### config.mk
export PLATFORM = sky130hd
export DESIGN_NAME = mhf_top
export DESIGN_NICKNAME = d
export VERILOG_FILES = /design/src/shared/mhf_pkg.sv /design/src/mhf_gap_timer.sv /design/src/mhf_top.sv
export SDC_FILE = /design/constraint.sdc
export NUM_CORES = 1
export LEC_CHECK = 0
export BUFFER_PORTS_ARGS = -buffer_cell sky130_fd_sc_hd__buf_2
export CAP_MARGIN = 20
export CORE_AREA = 4 4 156 158
export DETAILED_ROUTE_END_ITERATION = 16
export DIE_AREA = 0 0 160 162
export MAX_ROUTING_LAYER = met4
export PLACE_DENSITY_LB_ADDON = 0.1
export SETUP_SLACK_MARGIN = 0.02
export SLEW_MARGIN = 20
export SYNTH_ARGS = -nofsm -noshare
export SYNTH_HDL_FRONTEND = slang
export SYNTH_SLANG_ARGS = --single-unit
### constraint.sdc
create_clock -name sys_clk_i -period 2.3 [get_ports sys_clk_i]
set_clock_uncertainty 0.15 [all_clocks]
set_input_delay 0.115 -clock sys_clk_i [delete_from_list [all_inputs] [get_ports sys_clk_i]]
set_output_delay 0.115 -clock sys_clk_i [all_outputs]
set_load 0.02 [all_outputs]
### src/shared/mhf_pkg.sv
// Package for the MAC hash filter and interpacket gap block.
// Assumes a 32-bit AHB-Lite register bus and a 250 MHz system clock.
package mhf_pkg;

  localparam int unsigned MHF_DATA_W = 32;
  localparam int unsigned MHF_ADDR_W = 8;
  localparam int unsigned MHF_GAP_W = 7;
  localparam int unsigned MHF_CNT_W = 8;
  localparam int unsigned MHF_HASH_W = 64;

  // Register base byte addresses; each but status has write, set, clear and invert words.
  localparam logic [7:0] MHF_HASH_LOW_OFS = 8'h00;
  localparam logic [7:0] MHF_HASH_HIGH_OFS = 8'h10;
  localparam logic [7:0] MHF_GAP_OFS = 8'h20;
  localparam logic [7:0] MHF_CTRL_OFS = 8'h30;
  localparam logic [7:0] MHF_STATUS_OFS = 8'h40;

  // Alias selected by byte address bits 3:2.
  localparam logic [1:0] MHF_OP_WRITE = 2'h0;
  localparam logic [1:0] MHF_OP_SET = 2'h1;
  localparam logic [1:0] MHF_OP_CLR = 2'h2;
  localparam logic [1:0] MHF_OP_INV = 2'h3;

  // Control register fields.
  localparam int unsigned MHF_CTRL_FULL_DUPLEX_BIT = 0;
  localparam int unsigned MHF_CTRL_RECEIVER_ON_BIT = 1;
  localparam int unsigned MHF_CTRL_HASH_FILTER_ON_BIT = 2;
  localparam int unsigned MHF_CTRL_W = 3;

  // Status register fields.
  localparam int unsigned MHF_STAT_GAP_BUSY_BIT = 0;
  localparam int unsigned MHF_STAT_HASH_LOCKED_BIT = 1;

  // Reset values.
  localparam logic [31:0] MHF_HASH_RESET = 32'h0000_0000;
  localparam logic [6:0] MHF_GAP_RESET = 7'h12;
  localparam logic [2:0] MHF_CTRL_RESET = 3'h0;

  // Duplex-dependent additions to the programmed gap, in nibble times.
  localparam logic [7:0] MHF_FULL_DUPLEX_ADD = 8'h03;
  localparam logic [7:0] MHF_HALF_DUPLEX_ADD = 8'h06;

  // AHB encodings.
  localparam logic [2:0] MHF_HSIZE_HALF = 3'h1;
  localparam logic [2:0] MHF_HSIZE_WORD = 3'h2;

endpackage

### src/mhf_gap_timer.sv
// Back-to-back gap timer of the transmit path.
// Assumes frame end and nibble tick pulses come from logic on the same clock.
`timescale 1ns/1ns
module mhf_gap_timer
  import mhf_pkg::*;
#(
  parameter int unsigned GAP_W = MHF_GAP_W,
  parameter int unsigned CNT_W = MHF_CNT_W
) (
  input wire logic sys_clk_i,
  input wire logic reset_i,
  input wire logic [GAP_W-1:0] gap_field_i,
  input wire logic full_duplex_i,
  input wire logic frame_end_i,
  input wire logic nibble_tick_i,
  output logic busy_o
);

  logic [CNT_W-1:0] cnt_q;
  logic [CNT_W-1:0] cnt_d;
  logic busy_q;
  logic busy_d;
  logic [CNT_W-1:0] target;
  logic [CNT_W-1:0] cnt_inc;

  assign target = CNT_W'(gap_field_i) + CNT_W'(full_duplex_i ? MHF_FULL_DUPLEX_ADD : MHF_HALF_DUPLEX_ADD);
  assign cnt_inc = cnt_q + CNT_W'(1);

  // hold off until gap elapsed.
  // A frame end restarts the count even while one is running.
  assign busy_d = frame_end_i ? 1'b1 : (busy_q && nibble_tick_i && cnt_inc >= target) ? 1'b0 : busy_q;
  assign cnt_d = frame_end_i ? '0 : (busy_q && nibble_tick_i) ? cnt_inc : cnt_q;

  always_ff @(posedge sys_clk_i) begin
    if (reset_i) begin
      cnt_q <= '0;
      busy_q <= 1'b0;
    end else begin
      cnt_q <= cnt_d;
      busy_q <= busy_d;
    end
  end

  assign busy_o = busy_q;

endmodule

### src/mhf_top.sv
// Hash table and interpacket gap registers of an Ethernet MAC, AHB-Lite slave.
// Assumes a zero-wait AHB-Lite master and transmit pulses on the same clock.
// Behaviour
// - 64-bit hash table in two words
// - hash table feeds receive filter only
// - seven-bit gap field in nibble times
// - full duplex gap is field plus three
// - half duplex gap is field plus six
// - halfword and word accesses, bytes ignored
// - gap register bits 31-7 read zero
//
// The AHB-Lite slave port and the register addresses were left to the implementer.
`timescale 1ns/1ns
module mhf_top
  import mhf_pkg::*;
#(
  parameter int unsigned GAP_W = MHF_GAP_W
) (
  input wire logic sys_clk_i,
  input wire logic reset_i,
  input wire logic hsel_i,
  input wire logic [31:0] haddr_i,
  input wire logic [1:0] htrans_i,
  input wire logic hwrite_i,
  input wire logic [2:0] hsize_i,
  input wire logic [31:0] hwdata_i,
  input wire logic hready_i,
  output logic [31:0] hrdata_o,
  output logic hreadyout_o,
  output logic hresp_o,
  input wire logic tx_frame_end_i,
  input wire logic nibble_tick_i,
  output logic tx_start_ok_o,
  output logic [MHF_HASH_W-1:0] hash_bits_o,
  output logic full_duplex_o
);

  // Address phase capture.
  logic wr_pend_q;
  logic wr_pend_d;
  logic [7:0] addr_q;
  logic [7:0] addr_d;
  logic [31:0] mask_q;
  logic [31:0] mask_d;

  // Register state.
  logic [31:0] hash_low_q;
  logic [31:0] hash_low_d;
  logic [31:0] hash_high_q;
  logic [31:0] hash_high_d;
  logic [GAP_W-1:0] gap_q;
  logic [GAP_W-1:0] gap_d;
  logic [MHF_CTRL_W-1:0] ctrl_q;
  logic [MHF_CTRL_W-1:0] ctrl_d;
  logic [31:0] rdata_q;
  logic [31:0] rdata_d;

  // Decoding.
  wire addr_take = hsel_i && htrans_i[1] && hready_i;
  wire [7:0] a_addr = haddr_i[7:0];
  wire [31:0] a_mask;
  wire a_legal;
  wire [1:0] wr_op = addr_q[3:2];
  wire [7:0] wr_base = {addr_q[7:4], 4'h0};
  wire [7:0] rd_base = {a_addr[7:4], 4'h0};
  wire hit_low = wr_pend_q && wr_base == MHF_HASH_LOW_OFS;
  wire hit_high = wr_pend_q && wr_base == MHF_HASH_HIGH_OFS;
  wire hit_gap = wr_pend_q && wr_base == MHF_GAP_OFS;
  wire hit_ctrl = wr_pend_q && wr_base == MHF_CTRL_OFS;
  wire hash_locked;
  wire gap_busy;
  wire [31:0] status_word;
  wire [31:0] hash_low_new;
  wire [31:0] hash_high_new;
  wire [31:0] gap_new;
  wire [31:0] ctrl_new;

  // Applies one write, set, clear or invert alias under a lane mask.
  function automatic logic [31:0] mhf_apply(input logic [31:0] old, input logic [31:0] wdata,
                                            input logic [31:0] mask, input logic [1:0] op);
    logic [31:0] res;
    res = old;
    unique case (op)
      MHF_OP_WRITE: res = (old & ~mask) | (wdata & mask);
      MHF_OP_SET: res = old | (wdata & mask);
      MHF_OP_CLR: res = old & ~(wdata & mask);
      MHF_OP_INV: res = old ^ (wdata & mask);
    endcase
    return res;
  endfunction

  // lane mask, bytes ignored.
  // A byte access yields an empty mask, so it stores nothing and reads zero.
  assign a_mask = (hsize_i == MHF_HSIZE_WORD) ? 32'hffff_ffff :
                  (hsize_i == MHF_HSIZE_HALF) ? (haddr_i[1] ? 32'hffff_0000 : 32'h0000_ffff) :
                  32'h0000_0000;
  assign a_legal = a_mask != 32'h0000_0000;

  assign wr_pend_d = addr_take && hwrite_i && a_legal;
  assign addr_d = addr_take ? a_addr : addr_q;
  assign mask_d = addr_take ? a_mask : mask_q;

  // table lock from controller bits.
  // Hash table writes while the receive filter is live are dropped, so a frame never sees a half-written table.
  assign hash_locked = ctrl_q[MHF_CTRL_RECEIVER_ON_BIT] && ctrl_q[MHF_CTRL_HASH_FILTER_ON_BIT];

  assign hash_low_new = mhf_apply(hash_low_q, hwdata_i, mask_q, wr_op);
  assign hash_high_new = mhf_apply(hash_high_q, hwdata_i, mask_q, wr_op);
  assign hash_low_d = (hit_low && !hash_locked) ? hash_low_new : hash_low_q;
  assign hash_high_d = (hit_high && !hash_locked) ? hash_high_new : hash_high_q;

  assign gap_new = mhf_apply({{(32 - GAP_W){1'b0}}, gap_q}, hwdata_i, mask_q, wr_op);
  assign gap_d = hit_gap ? gap_new[GAP_W-1:0] : gap_q;

  assign ctrl_new = mhf_apply({{(32 - MHF_CTRL_W){1'b0}}, ctrl_q}, hwdata_i, mask_q, wr_op);
  assign ctrl_d = hit_ctrl ? ctrl_new[MHF_CTRL_W-1:0] : ctrl_q;

  assign status_word = {30'h0000_0000, hash_locked, gap_busy};

  // Read data uses next-state values so a read right after a write sees it.
  // gap upper bits zero.
  assign rdata_d = !(addr_take && !hwrite_i && a_legal) ? 32'h0000_0000 :
                   (rd_base == MHF_HASH_LOW_OFS) ? hash_low_d :
                   (rd_base == MHF_HASH_HIGH_OFS) ? hash_high_d :
                   (rd_base == MHF_GAP_OFS) ? {{(32 - GAP_W){1'b0}}, gap_d} :
                   (rd_base == MHF_CTRL_OFS) ? {{(32 - MHF_CTRL_W){1'b0}}, ctrl_d} :
                   (rd_base == MHF_STATUS_OFS) ? status_word :
                   32'h0000_0000;

  always_ff @(posedge sys_clk_i) begin
    if (reset_i) begin
      wr_pend_q <= 1'b0;
      addr_q <= 8'h00;
      mask_q <= 32'h0000_0000;
      rdata_q <= 32'h0000_0000;
    end else begin
      wr_pend_q <= wr_pend_d;
      addr_q <= addr_d;
      mask_q <= mask_d;
      rdata_q <= rdata_d;
    end
  end

  always_ff @(posedge sys_clk_i) begin
    if (reset_i) begin
      hash_low_q <= MHF_HASH_RESET;
      hash_high_q <= MHF_HASH_RESET;
      gap_q <= GAP_W'(MHF_GAP_RESET);
      ctrl_q <= MHF_CTRL_RESET;
    end else begin
      hash_low_q <= hash_low_d;
      hash_high_q <= hash_high_d;
      gap_q <= gap_d;
      ctrl_q <= ctrl_d;
    end
  end

  // Halfword data is placed on its lane by the master, so the read word is returned whole.
  assign hrdata_o = rdata_q;
  assign hreadyout_o = 1'b1;
  assign hresp_o = 1'b0;

  assign hash_bits_o = {hash_high_q, hash_low_q};
  assign full_duplex_o = ctrl_q[MHF_CTRL_FULL_DUPLEX_BIT];

  mhf_gap_timer #(
    .GAP_W(GAP_W),
    .CNT_W(MHF_CNT_W)
  ) u_gap_timer (
    .sys_clk_i(sys_clk_i),
    .reset_i(reset_i),
    .gap_field_i(gap_q),
    .full_duplex_i(ctrl_q[MHF_CTRL_FULL_DUPLEX_BIT]),
    .frame_end_i(tx_frame_end_i),
    .nibble_tick_i(nibble_tick_i),
    .busy_o(gap_busy)
  );

  assign tx_start_ok_o = !gap_busy;

endmodule

==> out/summary.txt, run 1 <==
========================================================================================================
Run status ................................................................................    completed
Synth Area in XOR/XNOR ....................................................................       1.779%
Via total after detailed routing ..........................................................         7332
Routed WL per cell ........................................................................ 17.71 microns
Post-Place Cell Area ...................................................................... 0.009105 sq mm
Synthesized netlist cell count ............................................................          939
Data arrival, critical path ...............................................................      2.44 ns
Inserted Clock Buffers ....................................................................           17
Final RePlAce weighted congestion .........................................................       0.7820
Power Total ...............................................................................     5.624 mW
Clock tree from TritonCTS .................................................................          yes
Number of placed instances with taps included .............................................         1359
Worst-Margin Slew .........................................................................    0.7556 ns
CTS max path bufs .........................................................................            2
Simple-Gate Fraction of Synth Area ........................................................       17.30%
Number of endpoints failing setup at the final stage ......................................            0
Area delta synth->final ...................................................................       26.49%
Proportion of layout cells with a drive suffix above 1 ....................................       24.28%
Pin count of the biggest net entering global routing ......................................           78
Dominant synthesized flop cell ............................................................ sky130_fd_sc_hd__dfxtp_1
HPWL after detailed placement ............................................................. 16920 microns
Period minus WS final .....................................................................     2.262 ns
Launching element of the worst setup path .................................................    ctrl_q[0]
Total of buffers placed on input and output ports .........................................          147
Fraction of synthesized area in multiplexers ..............................................       4.957%
Mapped Area ............................................................................... 0.007875 sq mm
Most instantiated cells after synthesis ................................................... sky130_fd_sc_hd__dfxtp_1 (124), sky130_fd_sc_hd__nor2_1 (111), sky130_fd_sc_hd__nand2_1 (95)
Sinks on the clock net ....................................................................          124
Synthesized-area fraction occupied by ao, oa, aoi and oai cells ...........................       24.04%
Dominant combinational cell family by area after synthesis ................................ compound AO/OA/AOI/OAI gates
Die Wd ....................................................................................  160 microns
Classification of the worst-slack hold path ...............................................       in2reg
Antenna violation net count after detailed routing ........................................            0
Placement Setup Slack .....................................................................  -0.02834 ns
Number of DRC violations after detailed-routing iteration 0 ...............................          463
Critical R2R Launch .......................................................................    ctrl_q[0]
Type of origin of the critical path .......................................................     register
Cell depth of the worst flop-to-flop path .................................................           11
Slew HR ...................................................................................       49.63%
Number of enable-type register cells in the synthesized netlist ...........................            0
Reg-to-Reg End ............................................................................ u_gap_timer.busy_o
Critical path class .......................................................................      reg2reg
Number of max-slew violations in the final report .........................................            0
H-Tree Level Count ........................................................................            4
Initial core utilization ..................................................................       34.06%
Final number of hold-violating endpoints ..................................................            0
Initial antenna violation count ...........................................................            2
Via count of the first global-routing pass ................................................         7183
Largest driver fanout on the critical path ................................................            4
First-pass GRT wire length ................................................................ 39470 microns
Cell taking the most area after synthesis ................................................. sky130_fd_sc_hd__dfxtp_1
Top cell type's share of synthesized area .................................................       31.52%
Setup repair after global routing missed its margin .......................................         true
Number of warning messages in the yosys log ...............................................            0
Chip Height ...............................................................................  162 microns
Power density of the placed cells ......................................................... 564.6 mW/mm^2
Accumulated negative setup slack ..........................................................         0 ns
Maximum vdd drop ..........................................................................  0.0004462 V
Leak ......................................................................................     4.036 nW
Number of cells in the finished layout apart from fillers .................................         1408
Overall routing resource usage ............................................................       19.60%
Flip-flop and latch count after synthesis .................................................          124
Vias per cell .............................................................................        5.207
Synth top area cells ...................................................................... sky130_fd_sc_hd__dfxtp_1 (32%), sky130_fd_sc_hd__ha_1 (14%), sky130_fd_sc_hd__nor2_1 (5.3%), sky130_fd_sc_hd__mux2i_1 (5.0%), sky130_fd_sc_hd__a2bb2oi_1 (4.7%)
Area of the die ........................................................................... 0.02592 sq mm
Required time reported for the critical path endpoint .....................................      2.48 ns
Number of distinct standard cells referenced by the synthesized netlist ...................           57
Sequential fraction of the synthesis area .................................................       31.52%
Total number of placement rows ............................................................           56
Final core utilization ....................................................................       43.08%
Non-Filler Cell Area, Final ............................................................... 0.009961 sq mm
Final critical-path share of the clock period .............................................       98.37%
Setup slack of the critical path after layout .............................................   0.03757 ns
Root Driver ............................................................................... sky130_fd_sc_hd__clkbuf_16
Clk_lat worst skew ........................................................................      0.42 ns
Number of remaining DRC errors ............................................................            0
IO Pins ...................................................................................          176
Minimum hold slack ........................................................................   0.04199 ns
Element type at the critical path end .....................................................     register
Cell depth of the worst hold path .........................................................            5
Reg2Reg Setup Slack .......................................................................      0.04 ns
Post-CTS clock slew at the launch and capture registers of the worst setup and hold paths .      0.06 ns
Wire length reported by the detailed router ............................................... 24930 microns
Global-route congestion overflow total ....................................................            0
FFs w/ async S/R, synth ...................................................................           0%
Max-cap violation count ...................................................................            0
Layout net count ..........................................................................         1265
Most frequent cell after synthesis ........................................................ sky130_fd_sc_hd__dfxtp_1
Drt pass-1 iters ..........................................................................            6
Crit path capture ......................................................................... u_gap_timer.busy_o
Maximum clock frequency ...................................................................   0.4420 GHz
Synthesized net count .....................................................................         1101
Post-synthesis share of cell area spent on full adders, half adders and majority gates ....       13.66%
Area inside the core boundary ............................................................. 0.02312 sq mm
Post-synthesis average cell area ..........................................................  8.387 sq um
========================================================================================================
[repair_timing]
action	CTS	global route
hold buffers	11	0
buffers inserted	2	2
gates resized for setup	3	18
gates cloned	0	0
endpoints found under the hold margin	18	0
pin swaps	4	6
setup endpoints to repair	14	15
[worst min path at each step]
stage                         end            from
2_1_floorplan  u_gap_timer.busy_o  tx_frame_end_i
3_3_place_gp            addr_q[2]      haddr_i[2]
3_5_place_dp            addr_q[2]      haddr_i[2]
4_1_cts                mask_q[30]      haddr_i[1]
5_1_grt                mask_q[30]      haddr_i[1]
6_report               mask_q[30]      haddr_i[1]
[flip-flops by register name, summed over array words and instances, names as in the netlist, 2 cells and up]
name               cells
hash_high_q           32
hash_low_q            32
hrdata_o              32
u_gap_timer.cnt_q      8
gap_q                  7
addr_q                 6
ctrl_q                 3
mask_q                 2
[metal layers]
metal,vias to the layer above,share of wire (%),GRT usage [%]
met1,3438,47,25.32
met2,165,47,31.68
li1,3709,-,-
met3,20,4.7,4.288
met5,-,0,-
met4,0,1.0,4.419
[cell usage in the layout (no fill, tap or decap), types with 7 or more instances in the layout]
master / count
sky130_fd_sc_hd__buf_2: 147
sky130_fd_sc_hd__dfxtp_1: 120
sky130_fd_sc_hd__nor2_1: 110
sky130_fd_sc_hd__nand2_1: 95
sky130_fd_sc_hd__ha_1: 82
sky130_fd_sc_hd__a21oi_1: 66
sky130_fd_sc_hd__buf_4: 48
sky130_fd_sc_hd__inv_1: 45
sky130_fd_sc_hd__nor2b_1: 43
sky130_fd_sc_hd__a2bb2oi_1: 42
sky130_fd_sc_hd__mux2i_1: 39
sky130_fd_sc_hd__o21ai_0: 31
sky130_fd_sc_hd__o2bb2ai_1: 30
sky130_fd_sc_hd__clkbuf_16: 18
sky130_fd_sc_hd__o211ai_1: 17
sky130_fd_sc_hd__nand2b_1: 13
sky130_fd_sc_hd__a22oi_1: 13
sky130_fd_sc_hd__a222oi_1: 13
sky130_fd_sc_hd__nand3_1: 11
sky130_fd_sc_hd__dlygate4sd3_1: 11
sky130_fd_sc_hd__xor2_1: 9
sky130_fd_sc_hd__o221ai_1: 8
sky130_fd_sc_hd__o221a_2: 7
[area by class of cell]
class	count	area, sq um
multi-input cells	701	4962
inverters	47	178.9
repair buffers	212	1318
diodes	2	5.005
clock inverters	12	158.9
fillers	2398	13160
clock buffers	20	478.0
well taps	290	362.8
flip-flops and latches	124	2497
[power breakdown]
group	internal, mW	leakage, nW	switching [mW]	total (mW)
Combinational	0.213	2.72	0.284	0.497
Clock	1.84	0.316	1.07	2.91
Sequential	2.18	1.00	0.0403	2.22
Total	4.23	4.04	1.40	5.62
[critical path, stage by stage (launching register included)]
cell	delay [ns]
sky130_fd_sc_hd__dfxtp_4	0.38
sky130_fd_sc_hd__inv_4	0.04
sky130_fd_sc_hd__ha_4	0.27
sky130_fd_sc_hd__o21ai_2	0.05
sky130_fd_sc_hd__nand2b_1	0.09
sky130_fd_sc_hd__and3_4	0.20
sky130_fd_sc_hd__xnor2_2	0.06
sky130_fd_sc_hd__ha_1	0.31
sky130_fd_sc_hd__a211o_1	0.29
sky130_fd_sc_hd__a211oi_2	0.15
sky130_fd_sc_hd__o31ai_1	0.11
sky130_fd_sc_hd__o311ai_1	0.09
[cell families (layout without fill, tap and decap cells)]
kind of cell,after synthesis,count (layout)
AO/OA/AOI/OAI,261,261
XOR/XNOR,16,16
adder cells (fa/ha/maj),86,86
buffers and inverters,114,291
flip-flops,124,124
multiplexers,39,39
other,2,4
AND/OR/NAND/NOR,297,297
No activity file was read; power rests on OpenSTA's default activity.
==> inputs of run 2 (changes only) <==
--- a/config.mk
+++ b/config.mk
@@ -5,11 +5,11 @@
 export SDC_FILE = /design/constraint.sdc
 export NUM_CORES = 1
 export LEC_CHECK = 0
-export BUFFER_PORTS_ARGS = -buffer_cell sky130_fd_sc_hd__buf_2
 export CAP_MARGIN = 20
 export CORE_AREA = 4 4 156 158
 export DETAILED_ROUTE_END_ITERATION = 16
 export DIE_AREA = 0 0 160 162
+export DONT_BUFFER_PORTS = 1
 export MAX_ROUTING_LAYER = met4
 export PLACE_DENSITY_LB_ADDON = 0.1
 export SETUP_SLACK_MARGIN = 0.02
==> out/summary.txt, run 2 (synthesized netlist as in run 1, its figures left out) <==
========================================================================================================
Final critical-path share of the clock period .............................................       97.56%
Logic depth of the worst path, buffers included ...........................................           11
Inserted Clock Buffers ....................................................................           17
Pin count of the biggest net entering global routing ......................................           88
Die Wd ....................................................................................  160 microns
Antenna violation net count after detailed routing ........................................            0
Root Driver ............................................................................... sky130_fd_sc_hd__clkbuf_16
Classification of the worst-slack hold path ...............................................       in2reg
Chip Height ...............................................................................  162 microns
Maximum clock frequency ...................................................................   0.4457 GHz
Proportion of layout cells with a drive suffix above 1 ....................................       13.04%
Slowest cell on the critical path ......................................................... sky130_fd_sc_hd__dfxtp_4
Period minus WS final .....................................................................     2.244 ns
Maximum vdd drop ..........................................................................  0.0003738 V
Slew HR ...................................................................................       59.39%
Critical R2R Launch .......................................................................    ctrl_q[0]
Launching element of the worst setup path .................................................    ctrl_q[0]
Leak ......................................................................................     3.380 nW
Total of buffers placed on input and output ports .........................................            0
Number of DRC violations after detailed-routing iteration 0 ...............................          552
Overall routing resource usage ............................................................       19.95%
Number of max-slew violations in the final report .........................................            0
Critical path class .......................................................................      reg2reg
Setup slack of the critical path after layout .............................................   0.05623 ns
Number of remaining DRC errors ............................................................            0
Vias per cell .............................................................................        5.359
Final RePlAce weighted congestion .........................................................       0.7622
Total number of placement rows ............................................................           56
Cell depth of the worst flop-to-flop path .................................................           11
Power Total ...............................................................................     5.396 mW
Element type at the critical path end .....................................................     register
IO Pins ...................................................................................          176
Global-route congestion overflow total ....................................................            0
Filler Cell Count .........................................................................         2326
Largest stage delay on the critical path ..................................................      0.38 ns
HPWL after detailed placement ............................................................. 17050 microns
Power density of the placed cells ......................................................... 569.8 mW/mm^2
Max-cap violation count ...................................................................            0
CP cell instances ......................................................................... inv_2 > ha_4 > o21ai_2 > nand2b_1 > and3_4 > xnor2_1 > ha_1 > a211o_1 > a211oi_2 > o31ai_1 > o311ai_1
Post-Place Cell Area ...................................................................... 0.008422 sq mm
Initial core utilization ..................................................................       34.06%
Routed WL per cell ........................................................................ 19.46 microns
Data arrival, critical path ...............................................................      2.41 ns
Crit path capture ......................................................................... u_gap_timer.busy_o
Area inside the core boundary ............................................................. 0.02312 sq mm
Commonest non-fill, non-tap cell in the layout ............................................ sky130_fd_sc_hd__dfxtp_1
Reg2Reg Setup Slack .......................................................................      0.06 ns
Layout net count ..........................................................................         1146
Area of the die ........................................................................... 0.02592 sq mm
Antenna fix cells .........................................................................            0
Leading cell types in the layout, fill and taps excluded .................................. sky130_fd_sc_hd__dfxtp_1 (120), sky130_fd_sc_hd__nor2_1 (110), sky130_fd_sc_hd__nand2_1 (92), sky130_fd_sc_hd__ha_1 (82), sky130_fd_sc_hd__a21oi_1 (67)
Run status ................................................................................    completed
Sinks on the clock net ....................................................................          124
Final number of hold-violating endpoints ..................................................            0
Drt pass-1 iters ..........................................................................            7
Placement Setup Slack .....................................................................   -0.1702 ns
Area occupied by multi-input gates ........................................................ 0.004964 sq mm
Area occupied by registers ................................................................ 0.002495 sq mm
Clk_lat worst skew ........................................................................      0.42 ns
Area delta synth->final ...................................................................       20.24%
Setup repair after global routing missed its margin .......................................         true
Number of endpoints failing setup at the final stage ......................................            0
Family with the most delay on the worst path .............................................. compound AO/OA/AOI/OAI gates
Clock tree from TritonCTS .................................................................          yes
H-Tree Level Count ........................................................................            4
First-pass GRT wire length ................................................................ 39830 microns
Wire length reported by the detailed router ............................................... 25050 microns
CTS max path bufs .........................................................................            2
Number of buffers and inverters on the critical path ......................................            1
Initial antenna violation count ...........................................................            0
Worst-Margin Slew .........................................................................    0.6092 ns
Via count of the first global-routing pass ................................................         6782
Non-Filler Cell Area, Final ............................................................... 0.009469 sq mm
Reg-to-Reg End ............................................................................ u_gap_timer.busy_o
Required time reported for the critical path endpoint .....................................      2.47 ns
Post-CTS clock slew at the launch and capture registers of the worst setup and hold paths .      0.06 ns
Via total after detailed routing ..........................................................         6897
Type of origin of the critical path .......................................................     register
Largest driver fanout on the critical path ................................................            4
========================================================================================================
run 2: cell type report:
cell class	instances	area share, %
clock buffers	19	4.678
inverters	47	1.863
well taps	290	3.832
multi-input cells	701	52.42
repair buffers	93	9.342
flip-flops and latches	124	26.35
clock inverters	13	1.520
run 2: layer usage:
layer	share of wire [%]	track usage [%]	vias up	wire length [microns]
met5	0	-	-	0
met2	47	31.91	183	11860
met4	1.2	4.615	0	310
li1	-	-	3463	-
met1	44	24.95	3235	11140
met3	6.9	6.064	16	1738
run 2: where the power goes:
part           switching (mW)  leakage (nW)  internal, mW
Sequential             0.0622          1.00          2.18
Clock                    1.09         0.276          1.63
Combinational           0.246          2.10         0.194
Total                    1.40          3.38          4.00
run 2: worst min-delay path by stage:
| stage | start | end | slack (ns) | cells after the start |
|---|---|---|---|---|
| 3_5_place_dp | reset_i | addr_q[3] | 0.04 | 1 |
| 4_1_cts | hwdata_i[14] | hash_low_q[14] | 0.0002 | 4 |
| 6_report | hwdata_i[7] | hash_low_q[7] | 0.01 | 4 |
| 2_1_floorplan | tx_frame_end_i | u_gap_timer.busy_o | 0.1 | 2 |
| 5_1_grt | haddr_i[6] | hrdata_o[1] | 0.02 | 3 |
| 3_3_place_gp | reset_i | addr_q[2] | 0.04 | 1 |
run 2: through the flow:
| stage | TNS [ns] | hold WS (ns) | utilization (%) | std cells |
|---|---|---|---|---|
| after floorplan | 0 | 0.09702 | - | 939 |
| after global placement | -0.7885 | 0.04163 | 36.42 | 1217 |
| after detailed placement | -2.031 | 0.04322 | 36.42 | 1217 |
| after CTS | 0 | 0.0001899 | 40.79 | 1286 |
| after global routing | -0.1310 | 0.02283 | 40.95 | 1287 |
| final | 0 | 0.01138 | 40.95 | 1287 |
run 2: tightest hold or removal path: cells and delay by family:
kind | cells | cell delay, ns
AO/OA/AOI/OAI | 2 | 0.25
AND/OR/NAND/NOR | 2 | 0.17
run 2: repair_timing:
item,in CTS,in global routing
endpoints found under the hold margin,95,0
pin swaps,5,13
resized for setup,12,8
setup endpoints to repair,29,20
buffers inserted,1,1
cloned,0,0
hold buffers,36,0
==> inputs of run 3 (changes only) <==
--- a/config.mk
+++ b/config.mk
@@ -10,6 +10,7 @@
 export DETAILED_ROUTE_END_ITERATION = 16
 export DIE_AREA = 0 0 160 162
 export DONT_BUFFER_PORTS = 1
+export GPL_TIMING_DRIVEN = 0
 export MAX_ROUTING_LAYER = met4
 export PLACE_DENSITY_LB_ADDON = 0.1
 export SETUP_SLACK_MARGIN = 0.02
==> constraint.sdc (replaced) <==
create_clock -name sys_clk_i -period 2.9 [get_ports sys_clk_i]
set_clock_uncertainty 0.15 [all_clocks]
set_input_delay 0.145 -clock sys_clk_i [delete_from_list [all_inputs] [get_ports sys_clk_i]]
set_output_delay 0.145 -clock sys_clk_i [all_outputs]
set_load 0.02 [all_outputs]
==> out/summary.txt, run 3 (synthesized netlist as in run 1, its figures left out) <==
========================================================================================================
Die Wd ....................................................................................  160 microns
Number of cells in the finished layout apart from fillers .................................         1280
Period minus WS final .....................................................................     2.644 ns
Number of endpoints failing setup at the final stage ......................................            0
Final number of hold-violating endpoints ..................................................            0
Initial antenna violation count ...........................................................            1
Setup slack of the critical path after layout .............................................    0.2561 ns
Required time reported for the critical path endpoint .....................................      3.07 ns
Setup repair after global routing missed its margin .......................................        false
Critical path class .......................................................................      reg2reg
Minimum hold slack ........................................................................  0.008269 ns
HPWL after detailed placement ............................................................. 20990 microns
Buffers inserted by post-CTS timing repair ................................................            0
Number of remaining DRC errors ............................................................            0
Global-route congestion overflow total ....................................................            0
Leading cell types in the layout, fill and taps excluded .................................. sky130_fd_sc_hd__dfxtp_1 (122), sky130_fd_sc_hd__nor2_1 (111), sky130_fd_sc_hd__nand2_1 (95), sky130_fd_sc_hd__ha_1 (86), sky130_fd_sc_hd__a21oi_1 (67)
Via count of the first global-routing pass ................................................         7286
Data arrival, critical path ...............................................................      2.81 ns
Type of origin of the critical path .......................................................     register
Final critical-path share of the clock period .............................................       91.17%
Area of the die ........................................................................... 0.02592 sq mm
Routing usage on met1 .....................................................................       27.36%
Max-cap violation count ...................................................................            0
Number of DRC violations after detailed-routing iteration 0 ...............................          535
Clk_lat worst skew ........................................................................      0.42 ns
Global routing met2 resource utilization ..................................................       36.61%
H-Tree Level Count ........................................................................            4
Slew HR ...................................................................................       32.42%
Global-route track usage on met3 ..........................................................       7.206%
Inserted Clock Buffers ....................................................................           17
Drt pass-1 iters ..........................................................................            7
CTS max path bufs .........................................................................            2
Commonest non-fill, non-tap cell in the layout ............................................ sky130_fd_sc_hd__dfxtp_1
Maximum clock frequency ...................................................................   0.3782 GHz
Total number of placement rows ............................................................           56
Overall routing resource usage ............................................................       22.74%
Antenna violation net count after detailed routing ........................................            0
Pin count of the biggest net entering global routing ......................................           17
Leak ......................................................................................     3.256 nW
Area delta synth->final ...................................................................       15.41%
Post-CTS clock slew at the launch and capture registers of the worst setup and hold paths .      0.07 ns
Number of max-slew violations in the final report .........................................            0
Final RePlAce weighted congestion .........................................................       0.8828
IO Pins ...................................................................................          176
Number of placed instances with taps included .............................................         1230
Root Driver ............................................................................... sky130_fd_sc_hd__clkbuf_16
Clock tree from TritonCTS .................................................................          yes
Largest driver fanout on the critical path ................................................            5
Wire length reported by the detailed router ............................................... 28590 microns
Proportion of layout cells with a drive suffix above 1 ....................................       9.403%
Worst-Margin Slew .........................................................................     1.010 ns
Routed WL per cell ........................................................................ 22.34 microns
Total of buffers placed on input and output ports .........................................            0
Layout net count ..........................................................................         1138
Sinks on the clock net ....................................................................          124
Area inside the core boundary ............................................................. 0.02312 sq mm
Layer carrying the most global-route usage ................................................         met2
Initial core utilization ..................................................................       34.06%
Via total after detailed routing ..........................................................         7047
Maximum vdd drop ..........................................................................  0.0003035 V
Chip Height ...............................................................................  162 microns
First-pass GRT wire length ................................................................ 44210 microns
Vias per cell .............................................................................        5.505
Classification of the worst-slack hold path ...............................................       in2reg
Element type at the critical path end .....................................................     register
Final core utilization ....................................................................       39.31%
Run status ................................................................................    completed
Power Total ...............................................................................     4.499 mW
Placement Setup Slack .....................................................................  -0.07589 ns
Power density of the placed cells ......................................................... 495.0 mW/mm^2
========================================================================================================
==> run 3: changes by cell type in the layout (fill, tap and decap cells not counted), moves of 6 or more <==
| cell | change |
|---|---|
| sky130_fd_sc_hd__buf_4 | -41 |
| sky130_fd_sc_hd__clkbuf_1 | +24 |
| sky130_fd_sc_hd__buf_2 | +23 |
| sky130_fd_sc_hd__dlygate4sd3_1 | -17 |
| sky130_fd_sc_hd__buf_12 | -6 |
==> run 3: final cells by class <==
type,count,area [sq um]
plain buffers,66,347.8
flip-flops and latches,124,2487
clock buffers,19,452.9
repair buffers,19,187.7
fillers,2405,14030
clock inverters,13,188.9
multi-input cells,701,4882
inverters,47,176.4
diodes,1,2.502
well taps,290,362.8
==> run 3: power by group <==
group | internal [mW] | total, mW | switching [mW]
combinational | 0.134 | 0.337 | 0.203
sequential | 1.73 | 1.78 | 0.0573
clock | 1.49 | 2.38 | 0.885
total | 3.35 | 4.50 | 1.15
==> run 3: timing repair <==
| item | in CTS | in global routing |
|---|---|---|
| cloned | 0 | 0 |
| endpoints found under the setup margin | 4 | 7 |
| resized for setup | 2 | 5 |
| hold endpoints to repair | 24 | 0 |
| hold buffers | 18 | 0 |
==> run 3: final timing paths <==
check / cells past startpoint / endpoint / start / slack, ns
max: 11 / u_gap_timer.busy_o / ctrl_q[0] / 0.26
min: 4 / hash_high_q[28] / hwdata_i[28] / 0.008
max reg2reg: 11 / u_gap_timer.busy_o / ctrl_q[0] / 0.26
min reg2reg: 2 / u_gap_timer.cnt_q[1] / u_gap_timer.cnt_q[1] / 0.33
==> run 3: routing by layer <==
| metal | vias up | part of all wire (%) |
|---|---|---|
| met5 | - | 0 |
| met4 | 0 | 2.3 |
| met3 | 40 | 7.2 |
| met2 | 189 | 47 |
| met1 | 3375 | 44 |
| li1 | 3443 | - |
==> run 3: metrics by stage <==
step,setup TNS [ns],area [sq um]
2_1_floorplan,0,7875
3_3_place_gp,-0.09580,8238
3_5_place_dp,-0.1324,8252
4_1_cts,0,9077
5_1_grt,0,9089
6_report,0,9089
==> run 3: critical path, stage by stage, from the launching register on <==
cell and delay (ns):
sky130_fd_sc_hd__dfxtp_4 0.42, sky130_fd_sc_hd__inv_1 0.06, sky130_fd_sc_hd__ha_1 0.32, sky130_fd_sc_hd__o21ai_0 0.09, sky130_fd_sc_hd__nand2b_1 0.10, sky130_fd_sc_hd__and3_1 0.21
sky130_fd_sc_hd__xnor2_1 0.13, sky130_fd_sc_hd__ha_1 0.30, sky130_fd_sc_hd__a211o_1 0.32, sky130_fd_sc_hd__a211oi_1 0.22, sky130_fd_sc_hd__o31ai_1 0.12, sky130_fd_sc_hd__o311ai_1 0.10
